--- config.mk ---
export PLATFORM = sky130hd
export DESIGN_NAME = ebus_access
export DESIGN_NICKNAME = d
export VERILOG_FILES = /design/src/rtl/ebus_fifo.v /design/src/rtl/ebus_access.v
export VERILOG_INCLUDE_DIRS = /design/src /design/src/inc
export SDC_FILE = /design/constraint.sdc
export NUM_CORES = 2
export LEC_CHECK = 0
export BUFFER_PORTS_ARGS = -buffer_cell sky130_fd_sc_hd__buf_2
export CORE_ASPECT_RATIO = 0.5
export CORE_MARGIN = 3
export CORE_UTILIZATION = 45
export CTS_BUF_LIST = sky130_fd_sc_hd__clkbuf_4
export CTS_CLUSTER_SIZE = 24
export DETAILED_ROUTE_END_ITERATION = 10
export HOLD_SLACK_MARGIN = 0.12
export PLACE_DENSITY = 0.69
export SYNTH_ARGS = -nofsm -noshare
export SYNTH_HDL_FRONTEND = slang
export SYNTH_SLANG_ARGS = --single-unit
--- constraint.sdc ---
create_clock -name mclk_i -period 11.2 [get_ports mclk_i]
set_input_delay 2.8 -clock mclk_i [delete_from_list [all_inputs] [get_ports mclk_i]]
set_output_delay 2.8 -clock mclk_i [all_outputs]
set_load 0.005 [all_outputs]
--- src/inc/ebus_consts.vh ---
// constants for the external bus access sequencer
// Overview of operation
// - byte-write: upper/lower write strobes, read strobe
// - byte-select: byte selects, write and output strobes
// - strobe type chosen per 16-bit chip select
// - reset cs0: seven waits, width from boot pin
// - reset cs0: byte-write type, zero float time
// - cs0 wait count applies now, base after remap
// - one read protocol for all, standard default
// - standard read: strobe low second half only
// - write strobes low second half of cycle
// - early read: strobe from start, released between reads
// - early: write then read adds one wait
// - no early wait otherwise
// - early waits never stall internal transfers
// - write data framed by pin-level write strobe
// - count used only when enabled, n waits
// - write strobe half cycle, plus one per wait
// - float waits after read before write/other cs
// - float time counts during internal accesses
// - no float waits internal or same-memory reads
// - wait request low freezes whole sequencer
// - chip select change adds one wait unless waited
`ifndef EBUS_CONSTS_VH
`define EBUS_CONSTS_VH
`define CS_COUNT        8
`define CS_IDX_W        3
`define ADDR_W          24
`define DATA_W          16
`define WAIT_W          3
`define FLOAT_W         3
`define CS0_RESET_WAITS 3'h7
`define CS0_RESET_FLOAT 3'h0
`define FIFO_WIDTH      46
`define FIFO_DEPTH      32
`define FIFO_AW         5
`endif

--- src/rtl/ebus_fifo.v ---
// request fifo with valid/ready on both sides
`timescale 1ns/1ps
`default_nettype none
module ebus_fifo #(
  parameter WIDTH = 43,
  parameter DEPTH = 32,
  parameter AW    = 5
) (
  input  wire             mclk_i,
  input  wire             resetn_i,
  input  wire             ce_i,
  input  wire             in_valid_i,
  output wire             in_ready_o,
  input  wire [WIDTH-1:0] in_data_i,
  output wire             out_valid_o,
  input  wire             out_ready_i,
  output wire [WIDTH-1:0] out_data_o
);
  reg [WIDTH-1:0] mem_q [0:DEPTH-1];
  reg [AW:0]      wr_q;
  reg [AW:0]      rd_q;
  wire            full  = (wr_q[AW] != rd_q[AW]) && (wr_q[AW-1:0] == rd_q[AW-1:0]);
  wire            empty = (wr_q == rd_q);
  assign in_ready_o  = ~full;
  assign out_valid_o = ~empty;
  assign out_data_o  = mem_q[rd_q[AW-1:0]];
  always @(posedge mclk_i) begin
    if (!resetn_i) begin
      wr_q <= {(AW+1){1'b0}};
      rd_q <= {(AW+1){1'b0}};
    end else if (ce_i) begin
      if (in_valid_i && !full) begin
        mem_q[wr_q[AW-1:0]] <= in_data_i;
        wr_q                <= wr_q + 1'b1;
      end
      if (out_ready_i && !empty)
        rd_q <= rd_q + 1'b1;
    end
  end
endmodule // ebus_fifo
`default_nettype wire

--- src/rtl/ebus_access.v ---
// external bus access sequencer: strobes, chip selects and wait states
`timescale 1ns/1ps
`default_nettype none
`include "ebus_consts.vh"
module ebus_access (
  input  wire                 mclk_i,
  input  wire                 resetn_i,
  input  wire                 ce_i,
  input  wire                 boot_width_pin_i,
  input  wire                 remap_done_i,
  input  wire                 read_protocol_select_i,
  input  wire [7:0]           cfg_wse_i,
  input  wire [23:0]          cfg_nws_i,
  input  wire [23:0]          cfg_tdf_i,
  input  wire [7:0]           cfg_bat_i,
  input  wire [7:0]           cfg_wide_i,
  input  wire                 cs0_cfg_written_i,
  input  wire                 req_valid_i,
  output wire                 req_ready_o,
  input  wire                 req_write_i,
  input  wire [2:0]           req_cs_i,
  input  wire [23:0]          req_addr_i,
  input  wire [15:0]          req_wdata_i,
  input  wire [1:0]           req_be_i,
  input  wire                 int_access_i,
  output wire                 int_ready_o,
  output reg                  done_o,
  output reg  [15:0]          rdata_o,
  output reg                  cs0_wide_o,
  output reg                  cs0_base_active_o,
  output reg  [7:0]           chip_select_low_o,
  output reg  [23:0]          addr_o,
  output reg                  lower_byte_select_o,
  output reg                  upper_byte_select_o,
  output reg                  read_strobe_o,
  output reg                  output_enable_strobe_o,
  output reg                  lower_write_strobe_o,
  output reg                  upper_write_strobe_o,
  output reg                  write_strobe_o,
  input  wire                 write_strobe_pin_i,
  input  wire [15:0]          data_i,
  output reg  [15:0]          data_o,
  output reg                  data_oe_o,
  input  wire                 wait_request_n_i
);
  localparam S_IDLE  = 4'b0001;
  localparam S_PRE   = 4'b0010;
  localparam S_XFER  = 4'b0100;
  localparam S_DONE  = 4'b1000;

  // three stage synchronisers for pins
  reg [2:0] wait_sy_q;
  reg [2:0] wes_sy_q;
  reg       wait_low_q;
  reg       wes_low_q;
  always @(posedge mclk_i) begin
    if (!resetn_i) begin
      wait_sy_q  <= 3'h7;
      wes_sy_q   <= 3'h7;
      wait_low_q <= 1'b0;
      wes_low_q  <= 1'b0;
    end else if (ce_i) begin
      wait_sy_q <= {wait_sy_q[1:0], wait_request_n_i};
      wes_sy_q  <= {wes_sy_q[1:0], write_strobe_pin_i};
      if (wait_sy_q[1] == wait_sy_q[2])
        wait_low_q <= ~wait_sy_q[2];
      if (wes_sy_q[1] == wes_sy_q[2])
        wes_low_q <= ~wes_sy_q[2];
    end
  end
  wire run = ce_i & ~wait_low_q;

  // cs0 boot config caught at reset release
  reg       boot_q;
  reg       cs0_wse_q;
  reg [2:0] cs0_nws_q;
  reg [2:0] cs0_tdf_q;
  reg       cs0_bat_q;
  always @(posedge mclk_i) begin
    if (!resetn_i) begin
      boot_q            <= 1'b1;
      cs0_wse_q         <= 1'b1;
      cs0_nws_q         <= `CS0_RESET_WAITS;
      cs0_tdf_q         <= `CS0_RESET_FLOAT;
      cs0_bat_q         <= 1'b0;
      cs0_wide_o        <= 1'b0;
      cs0_base_active_o <= 1'b0;
    end else if (ce_i) begin
      if (boot_q) begin
        boot_q     <= 1'b0;
        cs0_wide_o <= ~boot_width_pin_i;
      end
      if (cs0_cfg_written_i) begin
        // wait count takes effect now; base only after remap
        cs0_wse_q  <= cfg_wse_i[0];
        cs0_nws_q  <= cfg_nws_i[2:0];
        cs0_tdf_q  <= cfg_tdf_i[2:0];
        cs0_bat_q  <= cfg_bat_i[0];
        cs0_wide_o <= cfg_wide_i[0];
      end
      if (remap_done_i)
        cs0_base_active_o <= 1'b1;
    end
  end

  wire [`FIFO_WIDTH-1:0] fifo_out;
  wire        fifo_valid;
  reg         fifo_pop;
  ebus_fifo #(.WIDTH(`FIFO_WIDTH), .DEPTH(`FIFO_DEPTH), .AW(`FIFO_AW)) u_fifo (
    .mclk_i      (mclk_i),
    .resetn_i    (resetn_i),
    .ce_i        (run),
    .in_valid_i  (req_valid_i),
    .in_ready_o  (req_ready_o),
    .in_data_i   ({req_write_i, req_cs_i, req_addr_i, req_wdata_i, req_be_i}),
    .out_valid_o (fifo_valid),
    .out_ready_i (fifo_pop),
    .out_data_o  (fifo_out)
  );
  // lane enables travel in the fifo word so queued requests keep their own
  reg        fl_seen_q;
  reg        wes_seen_q;

  // per-cs configuration view, cs0 from the boot copy
  reg [3:0] st_q;
  reg       wr_q;
  reg [2:0] cs_q;
  reg [3:0] cnt_q;
  reg [2:0] float_q;
  reg [2:0] last_cs_q;
  reg       last_rd_q;
  reg       last_wr_q;
  reg       any_ext_q;
  reg       half_q;
  reg [1:0] be_q;
  wire [2:0] f_cs    = fifo_out[44:42];
  wire       f_wr    = fifo_out[45];
  wire       c_wse   = (f_cs == 3'h0) ? cs0_wse_q : cfg_wse_i[f_cs];
  wire [2:0] c_nws   = (f_cs == 3'h0) ? cs0_nws_q : cfg_nws_i[f_cs*3 +: 3];
  wire       cur_bat = (cs_q == 3'h0) ? cs0_bat_q : cfg_bat_i[cs_q];
  wire       cur_wide= (cs_q == 3'h0) ? cs0_wide_o : cfg_wide_i[cs_q];
  wire [2:0] cur_tdf = (cs_q == 3'h0) ? cs0_tdf_q : cfg_tdf_i[cs_q*3 +: 3];
  wire       byte_sel= cur_wide & cur_bat;
  wire       cs_chg  = any_ext_q && (f_cs != last_cs_q);
  // float only after a read, before write or other memory
  wire       need_fl = last_rd_q && (f_wr || cs_chg) && (float_q != 3'h0);
  wire       early_w = read_protocol_select_i && last_wr_q && !f_wr;
  // a float wait already spent between the two memories replaces this one
  wire       cs_w    = cs_chg && !fl_seen_q;
  // internal accesses proceed regardless of float or early waits
  assign int_ready_o = run & int_access_i;

  always @* begin
    fifo_pop = 1'b0;
    if (st_q == S_IDLE && fifo_valid && !need_fl && !int_access_i)
      fifo_pop = 1'b1;
  end

  always @(posedge mclk_i) begin
    if (!resetn_i) begin
      st_q      <= S_IDLE;
      wr_q      <= 1'b0;
      cs_q      <= 3'h0;
      cnt_q     <= 4'h0;
      float_q   <= 3'h0;
      last_cs_q <= 3'h0;
      last_rd_q <= 1'b0;
      last_wr_q <= 1'b0;
      any_ext_q <= 1'b0;
      half_q    <= 1'b0;
      be_q      <= 2'h3;
      fl_seen_q <= 1'b0;
      done_o    <= 1'b0;
      rdata_o   <= 16'h0000;
      addr_o    <= 24'h000000;
      data_o    <= 16'h0000;
    end else if (run) begin
      done_o <= 1'b0;
      // float time keeps running through internal cycles
      if (float_q != 3'h0 && st_q == S_IDLE)
        float_q <= float_q - 3'h1;
      case (st_q)
        S_IDLE: begin
          if (fifo_valid && need_fl)
            fl_seen_q <= 1'b1;
          if (fifo_pop) begin
            fl_seen_q <= 1'b0;
            wr_q   <= f_wr;
            cs_q   <= f_cs;
            addr_o <= fifo_out[41:18];
            data_o <= fifo_out[17:2];
            be_q   <= fifo_out[1:0];
            // counts only when enabled: loads n+1, giving n waits
            cnt_q  <= c_wse ? {1'b0, c_nws} + 4'h1 : 4'h0;
            st_q   <= (early_w || cs_w) ? S_PRE : S_XFER;
            half_q <= 1'b0;
          end
        end
        S_PRE: st_q <= S_XFER;
        S_XFER: begin
          if (!half_q)
            half_q <= 1'b1;
          else if (cnt_q != 4'h0)
            cnt_q <= cnt_q - 4'h1;
          if (half_q && cnt_q <= 4'h1)
            st_q <= S_DONE;
        end
        S_DONE: begin
          // registered strobes are still low here, so the bus holds the read word
          if (!wr_q)
            rdata_o <= data_i;
          done_o    <= 1'b1;
          last_cs_q <= cs_q;
          last_rd_q <= ~wr_q;
          last_wr_q <= wr_q;
          any_ext_q <= 1'b1;
          float_q   <= wr_q ? 3'h0 : cur_tdf;
          st_q      <= S_IDLE;
        end
        default: st_q <= S_IDLE;
      endcase
    end
  end

  // strobes registered; the half-cycle phase is modelled by half_q
  wire act  = (st_q == S_XFER);
  wire rd_a = act && !wr_q && (read_protocol_select_i || half_q);
  wire wr_a = act && wr_q && half_q;
  always @(posedge mclk_i) begin
    if (!resetn_i) begin
      chip_select_low_o      <= 8'hff;
      lower_byte_select_o    <= 1'b1;
      upper_byte_select_o    <= 1'b1;
      read_strobe_o          <= 1'b1;
      output_enable_strobe_o <= 1'b1;
      lower_write_strobe_o   <= 1'b1;
      upper_write_strobe_o   <= 1'b1;
      write_strobe_o         <= 1'b1;
      data_oe_o              <= 1'b0;
      wes_seen_q             <= 1'b0;
    end else if (run) begin
      chip_select_low_o      <= act ? ~(8'h01 << cs_q) : 8'hff;
      // byte-select mode drives the byte lanes, write strobe, output enable
      lower_byte_select_o    <= !(act && byte_sel && be_q[0]);
      upper_byte_select_o    <= !(act && byte_sel && be_q[1]);
      output_enable_strobe_o <= !(rd_a && byte_sel);
      write_strobe_o         <= !(wr_a && (byte_sel || !cur_wide));
      // byte-write mode: per-lane write strobes, single read strobe
      read_strobe_o          <= !(rd_a && !byte_sel);
      lower_write_strobe_o   <= !(wr_a && cur_wide && !byte_sel && be_q[0]);
      upper_write_strobe_o   <= !(wr_a && cur_wide && !byte_sel && be_q[1]);
      // data held until the pin low has passed all sync flops; a short pulse never
      // makes the stages agree, so the raw stages are watched instead
      wes_seen_q             <= !wr_a && data_oe_o && (wes_seen_q || !(&wes_sy_q));
      data_oe_o              <= wr_a || (data_oe_o && !(wes_seen_q && (&wes_sy_q)));
    end
  end
endmodule // ebus_access
`default_nettype wire

* After elaboration in Yosys (flattened, before gate mapping)
Memory sizes are Yosys's and may differ from the RTL's. A register that Yosys moved wholly into a read port is not among the register bits.
Cells that the tools add are included.
** Word-level totals
- Logic and storage cells :: 194
- Memory bits (writable) :: 1472
- Memories kept :: 1
- Flip-flop bits (word level) :: 129
- Output and inout bits :: 77
- Input port bits :: 145
** Memory list
- u_fifo.mem_q :: depth 32, width 46, read ports 1, clocked after memory_dff 1, write ports 1, RTL line ebus_fifo.v:19 : reg [WIDTH-1:0] mem_q [0:DEPTH-1];
** Cells by class
- Multiply operators :: 2
- Reductions and logical operators :: 81
- Order comparisons :: 3
- Bitwise operators :: 10
- Shift-type cells :: 3
- Equal/unequal tests :: 13
- Multiplexer cells :: 38
- $add $sub $neg :: 5
** Operators by type and width (number)
- indexed part select 24 x 6 -> 3 bit :: 2
- logical AND 1 bit :: 33
- 2-to-1 mux 4 bit :: 6
- logical NOT 1 bit :: 19
- 2-to-1 mux 3 bit :: 6
- AND reduction 3 bit :: 6
- 2-to-1 mux 1 bit :: 17
- AND reduction 2 bit :: 8
- adder 6 x 1 -> 6 bit, second input constant :: 2
- case mux 4 bit (3 select lines) :: 1
- multiplier 3 x 2 -> 5 bit, second input constant :: 2
- 2-to-1 mux 5 bit :: 2
- binary-select mux 1 bit (select 3 bit) :: 3
- < comparator 3 x 4 -> 1 bit, second input constant :: 2
- 2-to-1 mux 8 bit :: 1
- inverter 8 bit :: 1
- case mux 4 bit (2 select lines) :: 1
- nonzero test 2 bit :: 4
- << shifter 1 x 3 -> 8 bit, first input constant :: 1
- == test 6 bit :: 1
- logical NOT 3 bit :: 2
- logical OR 1 bit :: 6
- != test 2 x 1 -> 1 bit, second input constant :: 3
- inverter 1 bit :: 6
- other kinds (18) :: 20

* Depth between registers and ports, before layout
- Word-level depth :: 13
- Depth in mapped cells :: 15
- Depth with buffers taken out :: 11

* Cells and area by module
Synthesis repeated with hierarchy kept, for this count alone.
** Second synthesis, totals
- Cells, all modules :: 3904
- Area, all modules :: 63432.1 µm²
** Modules (own cells, without submodules)
- ebus_fifo :: sequential area each 44542.7 µm², cells an instance 3268, instances 1, area an instance 58130.8 µm²
- ebus_access :: sequential area each 2342.2 µm², cells an instance 636, instances 1, area an instance 5301.3 µm²

* Worst setup path before layout
OpenSTA, ideal clock, no wires.
- Path kind :: input to output
- From :: input port ce_i
- To :: output port int_ready_o
- Cell stages on the path :: 4
- Setup slack :: 4817 ps
- Arrival time :: 3583 ps
- Path buffers :: 2
- Required time :: 8400 ps
- Cell sequence :: nor2b_1 -> clkbuf_1 -> clkbuf_1 -> and2_1
** On the way
- Cells in the longest elaborated chain, start to end :: 2
** RTL lines
- start: declaration :: RTL line ebus_access.v:8 : input wire ce_i,
- bitwise AND 1 bit :: RTL line ebus_access.v:71 : wire run = ce_i & ~wait_low_q;
- bitwise AND 1 bit :: RTL line ebus_access.v:151 : assign int_ready_o = run & int_access_i;
- end: declaration :: RTL line ebus_access.v:26 : output wire int_ready_o,
No other way between the ends.

* Worst setup path in the final report
Same ends and word-level chain as after synthesis.

==> out/qor.txt <==
Status -> finished, final reports clean
Clock root cell -> clkbuf_4
Final hold slack -> 463 ps
Final net count -> 3,511
Worst-path maximum fanout -> 28
Post-DP HPWL -> 78.9 mm
Share of cells above drive strength 1 -> 38.6%
P_sw -> 2520 µW
Fmax -> 0.150 GHz
Row count -> 95
Tot GR Track Use -> 20.1%
Avg WL per Cell -> 26.4 µm
Critical path class -> in2out
Worst slew margin -> 12.0%
Detailed Routing Iterations Pass 1 -> 5
H-tree depth -> 5
CTS Buffer Depth -> 4
Crit path required time -> 8400 ps
CP Data Arrival Time -> 3850 ps
Pin count of the biggest net entering global routing -> 147
Syn Nets -> 3,023
Max VDD drop -> 76.3 µV
Post-Route WL -> 143 mm
Syn-to-layout area delta -> 12.8%
Setup-failing EPs final -> 0
Yosys warns -> 0
Final hold vios -> 0
Core region area -> 0.136 mm²
DR vias -> 31.2k
Switching share of power -> 21.6%
Remaining DRCs -> 0
Min Tclk post-route -> 6650 ps
Hold path depth -> 2
Synth Area per Inst -> 21.6 µm²
DRT iter0 DRCs -> 3,114
Seq pwr share -> 56.4%
Ports -> 222
Asr flop ratio synth -> 0%
Int Power -> 9150 µW
Worst path most repeated cell -> buf_2
CTS tree -> built
Chip width -> 531 µm
Clk pwr share -> 39.3%
EDFF count, synth -> 1,472
Main flop type after synthesis -> edfxtp_1
Die ar. -> 0.142 mm²
Die height -> 268 µm
PwrDens -> 167 mW/mm²
Number of CTS-inserted buffers -> 369
Max-slew violations -> 0
Hold Path Class -> reg2reg
First-pass GRT wire length -> 211 mm
Initial Util -> 45.7%
Worst-Margin Slew -> 1310 ps
Setup bufs post-CTS -> 0
Reg2Reg Depth -> 10
Mapped Area -> 0.0620 mm²
TritonCTS Sinks -> 1,606
Via count of the first global-routing pass -> 32.0k
Synth Register Bits -> 1,606
ANT nets after route -> 0
Clk_skew -> 137 ps
Gate Count Post-Synth -> 2,868
Startpoint types -> primary input
Clk Latency, worst-skew pair -> 1220 ps
Initial antenna violation count -> 10
Max cap viols -> 0
Final worst path period share -> 59.3%
Setup TNS -> 0 ps
Crit end category -> output port
Fillcell total -> 10.6k
Worst path slowest cell -> buf_2
RSZ-0062 raised after global routing -> false
Hold-fix buffers at CTS -> 0
Static Leak -> 0.0218 µW
Port Buffer Count -> 221
Worst stage delay on the critical path -> 280 ps
Register area share after synthesis -> 75.7%
CP Cell Sequence -> buf_2 -> nor2b_2 -> buf_4 -> and2_1 -> buf_2
Netlist cell types -> 66
# resized after CTS -> 0
Logic pwr share -> 4.3%
Reg clk slew, reported paths -> 70 ps
Vias per std cell -> 5.76
Grt total ovfl -> 0
Routability cong. -> 0.779
-- placed cells by master, fill, tap and decap left out, drive strengths merged, types with 21 or more instances in the layout --
cell type and count:
clkbuf 574, nand2 117, edfxtp 1472, mux4 439, clkinv 49, nand3 21
nor2 111, a211oi 49, a21oi 59, dfxtp 134, mux2i 120, buf 277
-- final cells by class --
class	instances	area (µm²)	area share, %
multi-input cells	1087	14500	20.7
flip-flops and latches	1606	46900	67.1
clock inverters	54	290	0.415
repair buffers	277	1560	2.24
inverters	15	58.8	0.0841
diodes	6	15.0	0.0215
well taps	1794	2240	3.21
clock buffers	574	4310	6.17
-- metal layers --
metal	up-vias	share of wire, %	global-route usage (%)
li1	13100	-	-
met2	1505	47	30.7
met3	201	9.2	5.22
met4	4	2.0	6.57
met5	-	0.019	0
met1	16400	42	28.7
-- kinds of logic (layout without fill, tap and decap cells) --
logic type	after synthesis	in the layout	synth area share [%]
DFF	1606	1606	75.7
AOI/OAI and AO/OA	180	180	2.26
buffers and inverters	175	920	1.34
adders and majority gates	10	10	0.202
xor gates and xnor gates	18	18	0.254
and+or+nand+nor	317	317	2.32
muxes	562	562	18.0
other	0	6	0
-- flip-flops by register name, summed over array words and instances, names as in the netlist, 3 cells and up, named ones only --
name and count:
float_q 3, wait_sy_q 3, cs_q 3, rdata_o 16, addr_o 24, st_q 4, u_fifo.rd_q 6, u_fifo.mem_q 1472
u_fifo.wr_q 6, cnt_q 4, cs0_nws_q 3, chip_select_low_o 8, data_o 16, cs0_tdf_q 3, wes_sy_q 3, last_cs_q 3
-- through the flow --
stage               cells  util, %  total power (µW)  instance area (µm²)  worst slack, ps
CTS                  5407     51.6             11800                69900             4560
finish               5413     51.6             11700                69900             4550
global placement     4779     48.2              7210                65300             4560
floorplan            2868        -              7010                62000             4820
global route         5411     51.6             12200                69900             4440
detailed placement   4779     48.2              7230                65300             4480
-- power groups by stage --
stage | clock network [µW] | registers (µW) | logic, µW
floorplan | 0 | 6710 | 305
global placement | 0 | 6710 | 498
detailed placement | 0 | 6710 | 512
CTS | 4700 | 6580 | 513
global route | 5030 | 6580 | 554
finish | 4590 | 6580 | 504
-- worst max-delay path: cells and delay by family --
family,cells,cell delay [ps]
buf+inv,3,660
simple gates,2,370
-- synthesized netlist by cell type (3+ instances only) --
cell	n	area share [%]
clkbuf_1	85	0.51
mux2i_1	120	1.9
buf_6	11	0.20
a211oi_2	40	0.81
a22o_1	3	0.042
xor2_1	11	0.16
nand3b_1	5	0.061
dlygate4sd1_1	5	0.071
and3_1	7	0.071
edfxtp_1	1472	71
o32ai_1	5	0.071
nand4_1	5	0.050
nor2b_1	9	0.091
nor3_1	3	0.024
a221oi_1	3	0.042
o21ai_0	12	0.097
a22oi_1	16	0.19
xnor2_1	7	0.099
a21oi_1	59	0.48
o22ai_1	6	0.061
nand2_1	117	0.71
ha_1	10	0.20
a211oi_1	9	0.11
o211ai_1	6	0.073
nor2_1	110	0.67
inv_1	15	0.091
or3_1	4	0.040
dfxtp_1	134	4.3
nor3b_1	3	0.036
buf_4	8	0.097
buf_1	37	0.22
mux2_2	3	0.055
mux4_2	439	16
nand3_1	21	0.17
nand2b_1	12	0.12
buf_2	12	0.097
and2_1	7	0.071
-- path summary, 6_finish.rpt --
path                                  from           to  slack [ps]
worst max-delay path                  ce_i  int_ready_o        4550
worst min-delay path            rdata_o[5]   rdata_o[5]         460
worst max register to register        flop   data_o[11]        5650
worst min register to register  rdata_o[5]   rdata_o[5]         460
No activity file was read; power rests on OpenSTA's default activity.
